## src/hw/tpg_defs.vh

```
`ifndef TPG_DEFS_VH
`define TPG_DEFS_VH

// ----------------------------------------
// Register addresses
// ----------------------------------------
`define TPG_ADDR_CTRL 5'h1d
`define TPG_ADDR_PAYLOAD 5'h1e

// ----------------------------------------
// Control field positions
// ----------------------------------------
`define TPG_BIT_ENABLE 15
`define TPG_BIT_RUN 14
`define TPG_BIT_CONT 13
`define TPG_LEN_HI 12
`define TPG_LEN_LO 11
`define TPG_BIT_GAP 10
`define TPG_DA_HI 9
`define TPG_DA_LO 6
`define TPG_SA_HI 5
`define TPG_SA_LO 2
`define TPG_BIT_RANDOM 1
`define TPG_BIT_BADFCS 0

// ----------------------------------------
// Reset values
// ----------------------------------------
`define TPG_CTRL_RESET 16'h0040
`define TPG_PAYLOAD_RESET 16'h0000

// ----------------------------------------
// Frame lengths in bytes
// ----------------------------------------
`define TPG_LEN_125 14'h007d
`define TPG_LEN_64 14'h0040
`define TPG_LEN_1518 14'h05ee
`define TPG_LEN_JUMBO 14'h2710

// ----------------------------------------
// Packet counts
// ----------------------------------------
`define TPG_BLOCK_PKTS 32'h00002710
`define TPG_FIXED_PKTS 32'h01c9c380

// ----------------------------------------
// Gap times and cycle counts at 50 ns
// ----------------------------------------
`define TPG_CLK_NS 50
`define TPG_GAP_SHORT_NS 96
`define TPG_GAP_LONG_NS 8192
`define TPG_GAP_SHORT_CYC 16'h0002
`define TPG_GAP_LONG_CYC 16'h00a4

`endif

```

## src/hw/tpg_fifo.v

```verilog
`timescale 1ns/1ps
`default_nettype none

module tpg_fifo #(
    parameter WIDTH = 9,
    parameter DEPTH = 16,
    parameter AW = 4
) (
    // Clock and reset
    input wire ref_clk_i,
    input wire rst_i,
    input wire ce_i,
    // Write side
    input wire in_valid_i,
    output wire in_ready_o,
    input wire [WIDTH-1:0] in_data_i,
    // Read side
    output wire out_valid_o,
    input wire out_ready_i,
    output reg [WIDTH-1:0] out_data_o
);

    // ----------------------------------------
    // Storage and pointers
    // ----------------------------------------
    reg [WIDTH-1:0] mem [0:DEPTH-1];
    reg [AW:0] wr_ptr;
    reg [AW:0] rd_ptr;
    reg out_full;
    wire [AW:0] count = wr_ptr - rd_ptr;
    wire mem_empty = (count == {(AW+1){1'b0}});
    wire do_wr = in_valid_i && in_ready_o && ce_i;
    wire load = !mem_empty && (!out_full || out_ready_i) && ce_i;

    assign in_ready_o = (count != DEPTH[AW:0]) || (DEPTH == (1 << AW) && count[AW] == 1'b0);
    assign out_valid_o = out_full;

    always @(posedge ref_clk_i) begin
        if (do_wr) begin
            mem[wr_ptr[AW-1:0]] <= in_data_i;
        end
    end

    always @(posedge ref_clk_i) begin
        if (rst_i) begin
            wr_ptr <= {(AW+1){1'b0}};
            rd_ptr <= {(AW+1){1'b0}};
            out_full <= 1'b0;
            out_data_o <= {WIDTH{1'b0}};
        end else if (ce_i) begin
            if (do_wr) begin
                wr_ptr <= wr_ptr + 1'b1;
            end
            if (load) begin
                out_data_o <= mem[rd_ptr[AW-1:0]];
                rd_ptr <= rd_ptr + 1'b1;
                out_full <= 1'b1;
            end else if (out_ready_i) begin
                out_full <= 1'b0;
            end
        end
    end

endmodule // tpg_fifo

`default_nettype wire

```

## src/hw/tpg_generator.v

```verilog
// Notes on behaviour
// - Frames are generated only while enable and run bits are both set.
// - Continuous mode sends in blocks of 10,000; otherwise 30,000,000 packets then halt.
// - Continuous mode cleared while running ends at next 10,000-packet boundary.
// - Length field selects 125, 64, 1518 or 10,000 byte frames.
// - Gap bit selects 8,192 ns or 96 ns between frames.
// - Destination address low nibble comes from bits 9:6, default 0001.
// - Source address low nibble comes from bits 5:2, default 0000.
// - Bit 1 selects random payload or the fixed pattern register.
// - Bit 0 selects a corrupted or a correct frame check sequence.
// - Payload register holds a 16-bit pattern repeated across the payload.
// - Force low-power-idle, while the enable bit is set, sends idle symbols and ignores the MAC side.
`timescale 1ns/1ps
`default_nettype none
`include "tpg_defs.vh"

module tpg_generator #(
    parameter FIFO_DEPTH = 16,
    parameter [31:0] BLOCK_PKTS = `TPG_BLOCK_PKTS,
    parameter [31:0] FIXED_PKTS = `TPG_FIXED_PKTS,
    parameter [15:0] GAP_LONG_CYC = `TPG_GAP_LONG_CYC
) (
    // Clock, reset, enable
    input wire ref_clk_i,
    input wire rst_i,
    input wire ce_i,
    // Management register port
    input wire [4:0] reg_addr_i,
    input wire reg_wr_i,
    input wire [15:0] reg_wdata_i,
    output reg [15:0] reg_rdata_o,
    // Low power idle control
    input wire force_lpi_i,
    // MAC side transmit
    input wire mac_tx_en_i,
    input wire [7:0] mac_txd_i,
    // Copper side transmit
    output reg media_tx_en_o,
    output reg [7:0] media_txd_o,
    output reg media_lpi_o,
    // Status
    output wire active_o,
    output reg [31:0] pkt_count_o
);

    // ----------------------------------------
    // Registers
    // ----------------------------------------
    reg [15:0] generator_control_word;
    reg [15:0] generator_payload_word;
    reg [15:0] snap_ctrl;
    reg [15:0] snap_payload;
    reg run_d;
    reg halted;
    reg force_lpi_s1;
    reg force_lpi_s2;

    wire run_req = generator_control_word[`TPG_BIT_ENABLE] && generator_control_word[`TPG_BIT_RUN];
    wire run_rise = run_req && !run_d;

    always @(posedge ref_clk_i) begin
        if (rst_i) begin
            force_lpi_s1 <= 1'b0;
            force_lpi_s2 <= 1'b0;
        end else if (ce_i) begin
            force_lpi_s1 <= force_lpi_i;
            force_lpi_s2 <= force_lpi_s1;
        end
    end

    always @(posedge ref_clk_i) begin
        if (rst_i) begin
            generator_control_word <= `TPG_CTRL_RESET;
            generator_payload_word <= `TPG_PAYLOAD_RESET;
            reg_rdata_o <= 16'h0000;
        end else if (ce_i) begin
            if (reg_wr_i && reg_addr_i == `TPG_ADDR_CTRL) begin
                generator_control_word <= reg_wdata_i;
            end
            if (reg_wr_i && reg_addr_i == `TPG_ADDR_PAYLOAD) begin
                generator_payload_word <= reg_wdata_i;
            end
            case (reg_addr_i)
                `TPG_ADDR_CTRL: reg_rdata_o <= generator_control_word;
                `TPG_ADDR_PAYLOAD: reg_rdata_o <= generator_payload_word;
                default: reg_rdata_o <= 16'h0000;
            endcase
        end
    end

    // ----------------------------------------
    // Snapshot on run start
    // ----------------------------------------
    always @(posedge ref_clk_i) begin
        if (rst_i) begin
            snap_ctrl <= `TPG_CTRL_RESET;
            snap_payload <= `TPG_PAYLOAD_RESET;
            run_d <= 1'b0;
        end else if (ce_i) begin
            run_d <= run_req;
            if (run_rise) begin
                snap_ctrl <= generator_control_word;
                snap_payload <= generator_payload_word;
            end
        end
    end

    // ----------------------------------------
    // Frame helpers
    // ----------------------------------------
    function [13:0] frame_len;
        input [1:0] sel;
        begin
            case (sel)
                2'b00: frame_len = `TPG_LEN_125;
                2'b01: frame_len = `TPG_LEN_64;
                2'b10: frame_len = `TPG_LEN_1518;
                default: frame_len = `TPG_LEN_JUMBO;
            endcase
        end
    endfunction

    function [31:0] crc_byte;
        input [31:0] crc;
        input [7:0] d;
        integer k;
        reg [31:0] c;
        begin
            c = crc;
            for (k = 0; k < 8; k = k + 1) begin
                if (c[0] ^ d[k]) begin
                    c = (c >> 1) ^ 32'hedb88320;
                end else begin
                    c = c >> 1;
                end
            end
            crc_byte = c;
        end
    endfunction

    // ----------------------------------------
    // Byte producer state machine
    // ----------------------------------------
    localparam ST_IDLE = 2'h0;
    localparam ST_PRE = 2'h1;
    localparam ST_BODY = 2'h2;
    localparam ST_GAP = 2'h3;

    reg [1:0] state;
    reg [13:0] byte_idx;
    reg [15:0] gap_cnt;
    reg [31:0] crc;
    reg [15:0] lfsr;
    reg [13:0] block_cnt;
    wire fifo_ready;
    reg prod_valid;
    reg [8:0] prod_data;
    wire [13:0] flen = frame_len(snap_ctrl[`TPG_LEN_HI:`TPG_LEN_LO]);
    wire [13:0] body_len = flen - 14'h0004;
    wire [31:0] fcs = snap_ctrl[`TPG_BIT_BADFCS] ? crc : ~crc;
    wire [15:0] gap_len = snap_ctrl[`TPG_BIT_GAP] ? GAP_LONG_CYC : `TPG_GAP_SHORT_CYC;
    wire at_block_end = (block_cnt == BLOCK_PKTS[13:0] - 14'h0001);
    wire stop_now = snap_ctrl[`TPG_BIT_CONT] ?
        (!generator_control_word[`TPG_BIT_CONT] && at_block_end) :
        (pkt_count_o == FIXED_PKTS - 32'h00000001);
    wire gen_on = run_req && !halted;

    assign active_o = (state != ST_IDLE);

    always @* begin
        prod_valid = (state == ST_PRE) || (state == ST_BODY);
        prod_data = 9'h000;
        if (state == ST_PRE) begin
            prod_data = (byte_idx == 14'h0007) ? 9'h0d5 : 9'h055;
        end else if (byte_idx < 14'h0006) begin
            prod_data = (byte_idx == 14'h0005) ? {1'b0, 4'hf, snap_ctrl[`TPG_DA_HI:`TPG_DA_LO]} : 9'h0ff;
        end else if (byte_idx < 14'h000c) begin
            prod_data = (byte_idx == 14'h000b) ? {1'b0, 4'hf, snap_ctrl[`TPG_SA_HI:`TPG_SA_LO]} : 9'h0ff;
        end else if (byte_idx < body_len) begin
            if (snap_ctrl[`TPG_BIT_RANDOM]) begin
                prod_data = {1'b0, lfsr[7:0]};
            end else begin
                prod_data = {1'b0, byte_idx[0] ? snap_payload[7:0] : snap_payload[15:8]};
            end
        end else begin
            case (byte_idx - body_len)
                14'h0000: prod_data = {1'b0, fcs[7:0]};
                14'h0001: prod_data = {1'b0, fcs[15:8]};
                14'h0002: prod_data = {1'b0, fcs[23:16]};
                default: prod_data = {1'b1, fcs[31:24]};
            endcase
        end
    end

    always @(posedge ref_clk_i) begin
        if (rst_i) begin
            state <= ST_IDLE;
            byte_idx <= 14'h0000;
            gap_cnt <= 16'h0000;
            crc <= 32'hffffffff;
            lfsr <= 16'hace1;
            block_cnt <= 14'h0000;
            pkt_count_o <= 32'h00000000;
            halted <= 1'b0;
        end else if (ce_i) begin
            if (!run_req) begin
                halted <= 1'b0;
            end
            if (prod_valid && fifo_ready && state == ST_BODY && byte_idx >= 14'h000c && byte_idx < body_len) begin
                lfsr <= {lfsr[14:0], lfsr[15] ^ lfsr[13] ^ lfsr[12] ^ lfsr[10]};
            end
            case (state)
                ST_IDLE: begin
                    if (gen_on && !run_rise) begin
                        state <= ST_PRE;
                        byte_idx <= 14'h0000;
                        crc <= 32'hffffffff;
                    end
                    if (run_rise) begin
                        pkt_count_o <= 32'h00000000;
                        block_cnt <= 14'h0000;
                    end
                end
                ST_PRE: begin
                    if (fifo_ready) begin
                        byte_idx <= (byte_idx == 14'h0007) ? 14'h0000 : byte_idx + 14'h0001;
                        if (byte_idx == 14'h0007) begin
                            state <= ST_BODY;
                        end
                    end
                end
                ST_BODY: begin
                    if (fifo_ready) begin
                        if (byte_idx < body_len) begin
                            crc <= crc_byte(crc, prod_data[7:0]);
                        end
                        byte_idx <= byte_idx + 14'h0001;
                        if (prod_data[8]) begin
                            state <= ST_GAP;
                            gap_cnt <= 16'h0000;
                            pkt_count_o <= pkt_count_o + 32'h00000001;
                            block_cnt <= at_block_end ? 14'h0000 : block_cnt + 14'h0001;
                            if (stop_now) begin
                                halted <= 1'b1;
                            end
                        end
                    end
                end
                ST_GAP: begin
                    gap_cnt <= gap_cnt + 16'h0001;
                    if (gap_cnt >= gap_len - 16'h0001) begin
                        state <= ST_IDLE;
                    end
                end
                default: state <= ST_IDLE;
            endcase
        end
    end

    // ----------------------------------------
    // Frame buffer toward media
    // ----------------------------------------
    wire out_valid;
    wire [8:0] out_data;
    reg in_frame;

    tpg_fifo #(
        .WIDTH(9),
        .DEPTH(FIFO_DEPTH),
        .AW(4)
    ) u_fifo (
        .ref_clk_i(ref_clk_i),
        .rst_i(rst_i),
        .ce_i(ce_i),
        .in_valid_i(prod_valid),
        .in_ready_o(fifo_ready),
        .in_data_i(prod_data),
        .out_valid_o(out_valid),
        .out_ready_i(1'b1),
        .out_data_o(out_data)
    );

    // ----------------------------------------
    // Media transmit mux
    // ----------------------------------------
    always @(posedge ref_clk_i) begin
        if (rst_i) begin
            media_tx_en_o <= 1'b0;
            media_txd_o <= 8'h00;
            media_lpi_o <= 1'b0;
            in_frame <= 1'b0;
        end else if (ce_i) begin
            if (out_valid) begin
                in_frame <= !out_data[8];
            end
            if (force_lpi_s2 && generator_control_word[`TPG_BIT_ENABLE]) begin
                media_lpi_o <= 1'b1;
                media_tx_en_o <= 1'b0;
                media_txd_o <= 8'h00;
            end else if (gen_on || active_o || out_valid || in_frame) begin
                media_lpi_o <= 1'b0;
                media_tx_en_o <= out_valid;
                media_txd_o <= out_valid ? out_data[7:0] : 8'h00;
            end else begin
                media_lpi_o <= 1'b0;
                media_tx_en_o <= mac_tx_en_i;
                media_txd_o <= mac_txd_i;
            end
        end
    end

endmodule // tpg_generator

`default_nettype wire

```

## config.mk

```make
export PLATFORM = sky130hd
export DESIGN_NAME = tpg_generator
export DESIGN_NICKNAME = d
export VERILOG_FILES = /design/src/hw/tpg_fifo.v /design/src/hw/tpg_generator.v
export VERILOG_INCLUDE_DIRS = /design/src /design/src/hw
export SDC_FILE = /design/constraint.sdc
export NUM_CORES = 1
export LEC_CHECK = 0
export BUFFER_PORTS_ARGS = -buffer_cell sky130_fd_sc_hd__clkbuf_2
export CAP_MARGIN = 20
export CORE_MARGIN = 3
export CORE_UTILIZATION = 40
export DETAILED_ROUTE_END_ITERATION = 7
export MAX_ROUTING_LAYER = met4
export PLACE_DENSITY = 0.65
export SYNTH_ARGS = -nofsm -noshare
export SYNTH_HDL_FRONTEND = slang
export SYNTH_HIERARCHICAL = 1
export SYNTH_SLANG_ARGS = --single-unit
```

## constraint.sdc

```tcl
create_clock -name ref_clk_i -period 10.1 [get_ports ref_clk_i]
set_input_delay 2.02 -clock ref_clk_i [delete_from_list [all_inputs] [get_ports ref_clk_i]]
set_output_delay 2.02 -clock ref_clk_i [all_outputs]
set_load 0.02 [all_outputs]
```

# Word-level counts from Yosys, hierarchy flattened
# Memories as Yosys holds them, arrays and structs flattened. A register that Yosys moved wholly into a read port is not among the register bits.
# Index checks and enable logic that the tools add are counted.
[op_classes] bitwise=21 reduce_logical=45 n_mux=100 eq_ne=23 n_lt_le_gt_ge=5 addsub=10
[op_table] operator="$mux 32" count=50
[op_table] operator="$pmux 32 s2" count=2
[op_table] operator="$mux 14" count=8
[op_table] operator="$not 13->14" count=8
[op_table] operator="$pmux 14 s3" count=2
[op_table] operator="$pmux 16 s2" count=2
[op_table] operator="$mux 8" count=7
[op_table] operator="$mux 9" count=4
[op_table] operator="$add 32x1->32 const B" count=1
[op_table] operator="$eq 32x25->1 const B" count=1
[op_table] operator="$mux 16" count=2
[op_table] operator="$not 32->32" count=1
[op_table] operator="$add 14x1->14 const B" count=2
[op_table] operator="$eq 14x3->1 const B" count=2
[op_table] operator="$pmux 14 s2" count=1
[op_table] operator="$pmux 9 s3" count=1
[op_table] operator="$add 16x1->16 const B" count=1
[op_table] operator="$ge 16x16->1" count=1
[op_table] operator="$reduce_and 5->1" count=3
[op_table] operator="$eq 14x1->1 const B" count=1
[op_table] operator="$eq 14x14->1 const B" count=1
[op_table] operator="$eq 14x2->1 const B" count=1
[op_table] operator="$eq 14x4->1 const B" count=1
[op_table] operator="$ge 14x4->1 const B" count=1
[op_table] operator="31 further kinds" count=100
[totals] output_inout_bits=59 register_bits=230 n_memories=1 ram_bits=144
[memory_table] memory="u_fifo.mem" words=16 word_bits=9 rd=1 rd_clocked_by_memory_dff=1 wr=1 line="tpg_fifo.v:26" rtl="reg [WIDTH-1:0] mem [0:DEPTH-1];"

# Depth between registers and ports, before layout
[logic_depth] word_depth=64 ltp_mapped=18 ltp_nobuf=16

# Hierarchy
# The synthesis kept the hierarchy.
[by_module_without_submodules] mod="tpg_generator" cells_per_inst=1449 seq_area_each_um2=4384.2 n_inst=1 area_each_um2=11687.5
[by_module_without_submodules] mod="tpg_fifo" cells_per_inst=355 seq_area_each_um2=4724.5 n_inst=1 area_each_um2=6563.8

# Worst setup path after synthesis
# OpenSTA, ideal clock, no wires.
[synth_path] path_kind="register -> register" from="reg byte_idx[0]" to="reg crc[26]" t_arrival_ns=4.948 stages_incl_launch_ff=17 setup_time_ns=0.117 slack_ns=5.035 n_path_buf=1 t_required_ns=9.983 period_less_slack_ns=5.065 cell_sequence="dfxtp_1 > clkbuf_1 > inv_1 > ha_1 > fa_1 > and2b_1 > o2111a_1 > o21ai_0 > a211oi_4 > nand3_1 > a211o_1 > o221a_2 > o31ai_4 > xor2_1 > xnor2_2 > xnor3_1 > o22a_1"
[synth_between] elab_cells_between_ends=79 cone_classes="add/sub (1); order compare (3); eq/ne (6); mux (56); bitwise (11); reduce/logical (2)"
[synth_lines] element="start, declared" line="tpg_generator.v:150" rtl="reg [13:0] byte_idx;"
[synth_lines] element="start signal, assigned" line="tpg_generator.v:226" rtl="byte_idx <= (byte_idx == 14'h0007) ? 14'h0000 : byte_idx + 14'h0001;"
[synth_lines] element="start signal, assigned" line="tpg_generator.v:237" rtl="byte_idx <= byte_idx + 14'h0001;"
[synth_lines] element="$sub 14x14->14" line="tpg_generator.v:186" rtl="case (byte_idx - body_len)"
[synth_lines] element="$eq 14x2->1, or another cell as far along" line="tpg_generator.v:186"
[synth_lines] element="$pmux 9 s3" line="tpg_generator.v:186"
[synth_lines] element="$mux 9" line="tpg_generator.v:179" rtl="end else if (byte_idx < body_len) begin"
[synth_lines] element="$mux 9" line="tpg_generator.v:177" rtl="end else if (byte_idx < 14'h000c) begin"
[synth_lines] element="$mux 9 *" line="tpg_generator.v:175" rtl="end else if (byte_idx < 14'h0006) begin"
[synth_lines] element="$mux 9 *" line="tpg_generator.v:173" rtl="if (state == ST_PRE) begin"
[synth_lines] element="via prod_data[2]" line="tpg_generator.v:157" rtl="reg [8:0] prod_data;"
[synth_lines] element="[... 31 more ...]"
[synth_lines] element="$mux 32 *" line="tpg_generator.v:212" rtl="case (state)"
[synth_lines] element="$mux 32 *" line="tpg_generator.v:205" rtl="end else if (ce_i) begin"
[synth_lines] element="$mux 32 *" line="tpg_generator.v:196" rtl="if (rst_i) begin"
[synth_lines] element="$not 13->14 (no line)"
[synth_lines] element="$mux 32 *" line="tpg_generator.v:131" rtl="if (c[0] ^ d[k]) begin"
[synth_lines] element="$mux 32 *" line="tpg_generator.v:234" rtl="if (byte_idx < body_len) begin"
[synth_lines] element="$mux 32 *" line="tpg_generator.v:233" rtl="if (fifo_ready) begin"
[synth_lines] element="$pmux 32 s2 *" line="tpg_generator.v:212"
[synth_lines] element="end signal, assigned" line="tpg_generator.v:235" rtl="crc <= crc_byte(crc, prod_data[7:0]);"
[synth_lines] element="end, declared" line="tpg_generator.v:152" rtl="reg [31:0] crc;"
# The timed path passes the listed nets; every way through them passes the cells marked *. The select of a mux whose other input is x is not followed.
# A chain may end at the register's enable or synchronous reset.

# Final worst setup path
# Ends and elaborated chain as after synthesis.

==> flow_summary.ini <==
[run_status]
status = finished, final reports clean

[global_routing]
grt.overflow.total = 0
grt_max_degree = 88
grt_pass1_wl_um = 73970
grt_antenna_before_repair = 0
grt_use_total_pct = 19.80
grt_pass1_vias = 13370

[floorplanning]
core_mm2 = 0.04461
rows = 77
dieArea_mm2 = 0.04823
die_height_um = 219.6
ios = 94
start_util_pct = 40.92
die_x_um = 219.6

[sta]
relSlewSlack_pct = 27.59
maxSlewViolCount = 0
finalSetupViolations = 0
finalSetupTns_ns = 0
skew_ns = 0.05086
hold_viol = 0
worst_slew_pin_slew_ns = 1.082
rsz0062_at_grt = no
fmax_mhz = 173.2
min_period_ns = 5.772
min_period_over_period_pct = 57.15

[power_and_ir_drop]
internal_power_mw = 2.667
cellPowerDensity_mw_per_mm2 = 168.6
p_sw_mw = 0.8393
clkPwrFrac_pct = 44.5
seqPwrFrac_pct = 46.7
p_total_mw = 3.507
comb_power_share_pct = 8.8
switching_share_pct = 23.93
p_leak_nw = 7.340
ir_worst_vdd_uv = 157.8

[setup_path]
start_kind = flop
cp.arrival_ns = 6.20
crit_fanout = 18
critPathCaptureType = flop
critical_path_required_ns = 10.53
critPathKind = reg -> reg

[clock_network]
cts_tree = built
cts_resized = 0
clock_path_buffers = 3
clk_pin_slew_ns = 0.06
clock_sinks = 383
htree_levels = 2
cts_buffers = 42
cts_setup_buffers = 0
clock_latency_ns = 0.58
cts_hold_buffers = 0
cts_root_buffer = clkbuf_16

[synthesis]
async_reset_ff_share_pct = 0
yosysMostFrequentCell = nand2_1
synth_area_leader_cell = dfxtp_1
ys_dominant_reg_cell = dfxtp_1
synthCells = 1804
synthDistinctLibCells = 100
syn_area_per_cell_um2 = 10.12
ys_warn_count = 6
synth_top_area_share_pct = 26.22
synth.area.top_cells = dfxtp_1 26%, edfxtp_1 24%, nand2_1 5.5%, mux4_2 4.4%, nor2_1 4.1%
ys_ff_latch = 383
syn-cell-area_mm2 = 0.01825
synth-edff-count = 144
ys_seq_area_share_pct = 49.91
synthTopCellsByCount = 265 x nand2_1, 239 x dfxtp_1, 201 x nor2_1

[final_layout]
antenna_cells = 0
fin_util_pct = 46.63
drive_above_1_share_pct = 14.65
areaGrowthSynthToFinish_pct = 13.96
final_net_count = 1949

[drt]
drtIter0Drc = 1081
avgViaCountPerCell = 5.559
vias = 13910
drt_pass1_iterations = 5
routed_wl_um = 46470
wire_per_inst_um = 18.57
drcViolationCount = 0
ant_nets = 0

[placed_design]
gp_congestion = 0.9028
portBuffers = 93
hpwl_um = 31800

[hold_path]
hold_path_class = reg -> reg

[flow_run]
cap_violations = 0
-- cell usage in the layout (no fill, tap or decap), drive strengths merged, types with 6 or more instances in the layout --
| cell | count |
|---|---|
| a221oi | 17 |
| buf | 25 |
| mux4 | 36 |
| nand3 | 47 |
| inv | 40 |
| and3 | 17 |
| edfxtp | 144 |
| nor2 | 201 |
| nand2 | 266 |
| nor3 | 40 |
| ha | 34 |
| xor2 | 62 |
| a22oi | 12 |
| a21oi | 137 |
| o22a | 7 |
| clkinv | 13 |
| a211oi | 11 |
| mux2 | 12 |
| o22ai | 38 |
| clkbuf | 148 |
| nor4 | 20 |
| o21ai | 50 |
| dfxtp | 239 |
| o31ai | 7 |
| nor2b | 10 |
| o211ai | 9 |
| nand2b | 6 |
| xnor2 | 83 |
| and2 | 8 |
| mux2i | 26 |
| nand4 | 22 |
| or3 | 24 |
-- kinds of logic (layout without fill, tap and decap cells) --
group / Yosys count / in the layout / synth area share (%)
and+or+nand+nor: 689 / 689 / 17.14
DFF: 383 / 383 / 49.91
AOI/OAI and AO/OA: 344 / 344 / 12.98
xor gates and xnor gates: 151 / 151 / 8.096
buffers and inverters: 127 / 231 / 2.783
muxes: 74 / 74 / 6.629
adders and majority gates: 35 / 35 / 2.441
other: 1 / 4 / 0.02055
-- cell type report --
class / instances / area, µm²
clock inverter: 20 / 224.0
timing repair buffer: 117 / 679.4
clock buffer: 56 / 1205
inverter: 38 / 142.6
tap: 592 / 740.7
sequential: 383 / 9110
multi-input combinational: 1297 / 8697
fill: 4077 / 23810
-- state kept, by name (all words and copies together), names as in the netlist, 2 cells and up --
| signal | count |
|---|---|
| u_fifo/mem | 144 |
| pkt_count_o | 32 |
| generator_control_word | 16 |
| u_fifo/wr_ptr | 5 |
| gap_cnt | 16 |
| snap_payload | 16 |
| media_txd_o | 8 |
| lfsr | 16 |
| snap_ctrl | 14 |
| byte_idx | 14 |
| u_fifo/out_data_o | 9 |
| u_fifo/rd_ptr | 5 |
| state | 2 |
| generator_payload_word | 16 |
| crc | 32 |
| block_cnt | 14 |
| reg_rdata_o | 16 |
-- metal layers --
layer	routed length (µm)	global-route usage, %
met2	22140	31.20
met1	20480	26.12
met4	1547	7.255
met5	0	-
met3	2300	2.896
-- critical path, cell delays in order, from the launching register on --
cell	delay [ns]
dfxtp_1	0.66
inv_1	0.13
ha_1	0.25
fa_1	0.42
and2b_1	0.25
o2111a_1	0.30
o21ai_0	0.21
a211oi_4	0.45
nand3_1	0.21
a211o_1	0.40
o221a_2	0.28
o31ai_4	0.63
xor2_1	0.59
xnor2_2	0.28
xnor3_1	0.39
o22a_1	0.16
-- power by group through the flow --
stage	clock [mW]	combinational [mW]	sequential (mW)
after detailed placement	0	0.310	1.67
final	1.56	0.309	1.64
after global routing	1.65	0.339	1.64
after CTS	1.60	0.311	1.64
after global placement	0	0.306	1.67
after floorplan	0	0.229	1.67
-- through the flow --
stage	worst slack (ns)	hold slack [ns]	instance area [µm²]	cells
2_1_floorplan	5.035	0.4321	18260	1807
3_3_place_gp	4.465	0.4427	19310	2423
3_5_place_dp	4.218	0.4484	19320	2424
4_1_cts	4.138	0.4565	20750	2500
5_1_grt	3.860	0.4809	20800	2503
6_report	4.328	0.4537	20800	2503
-- final timing paths --
path / startpoint / to / slack [ns] / cells past startpoint
min: snap_payload[14]$_SDFFE_PP0P_ / snap_payload[14]$_SDFFE_PP0P_ / 0.45 / 2
max: byte_idx[0]$_SDFFE_PP0P_ / crc[26]$_SDFFE_PP1P_ / 4.33 / 15
min reg2reg: snap_payload[14]$_SDFFE_PP0P_ / snap_payload[14]$_SDFFE_PP0P_ / 0.45 / 2
max reg2reg: byte_idx[0]$_SDFFE_PP0P_ / crc[26]$_SDFFE_PP1P_ / 4.33 / 15
No activity file was read; power rests on OpenSTA's default activity.
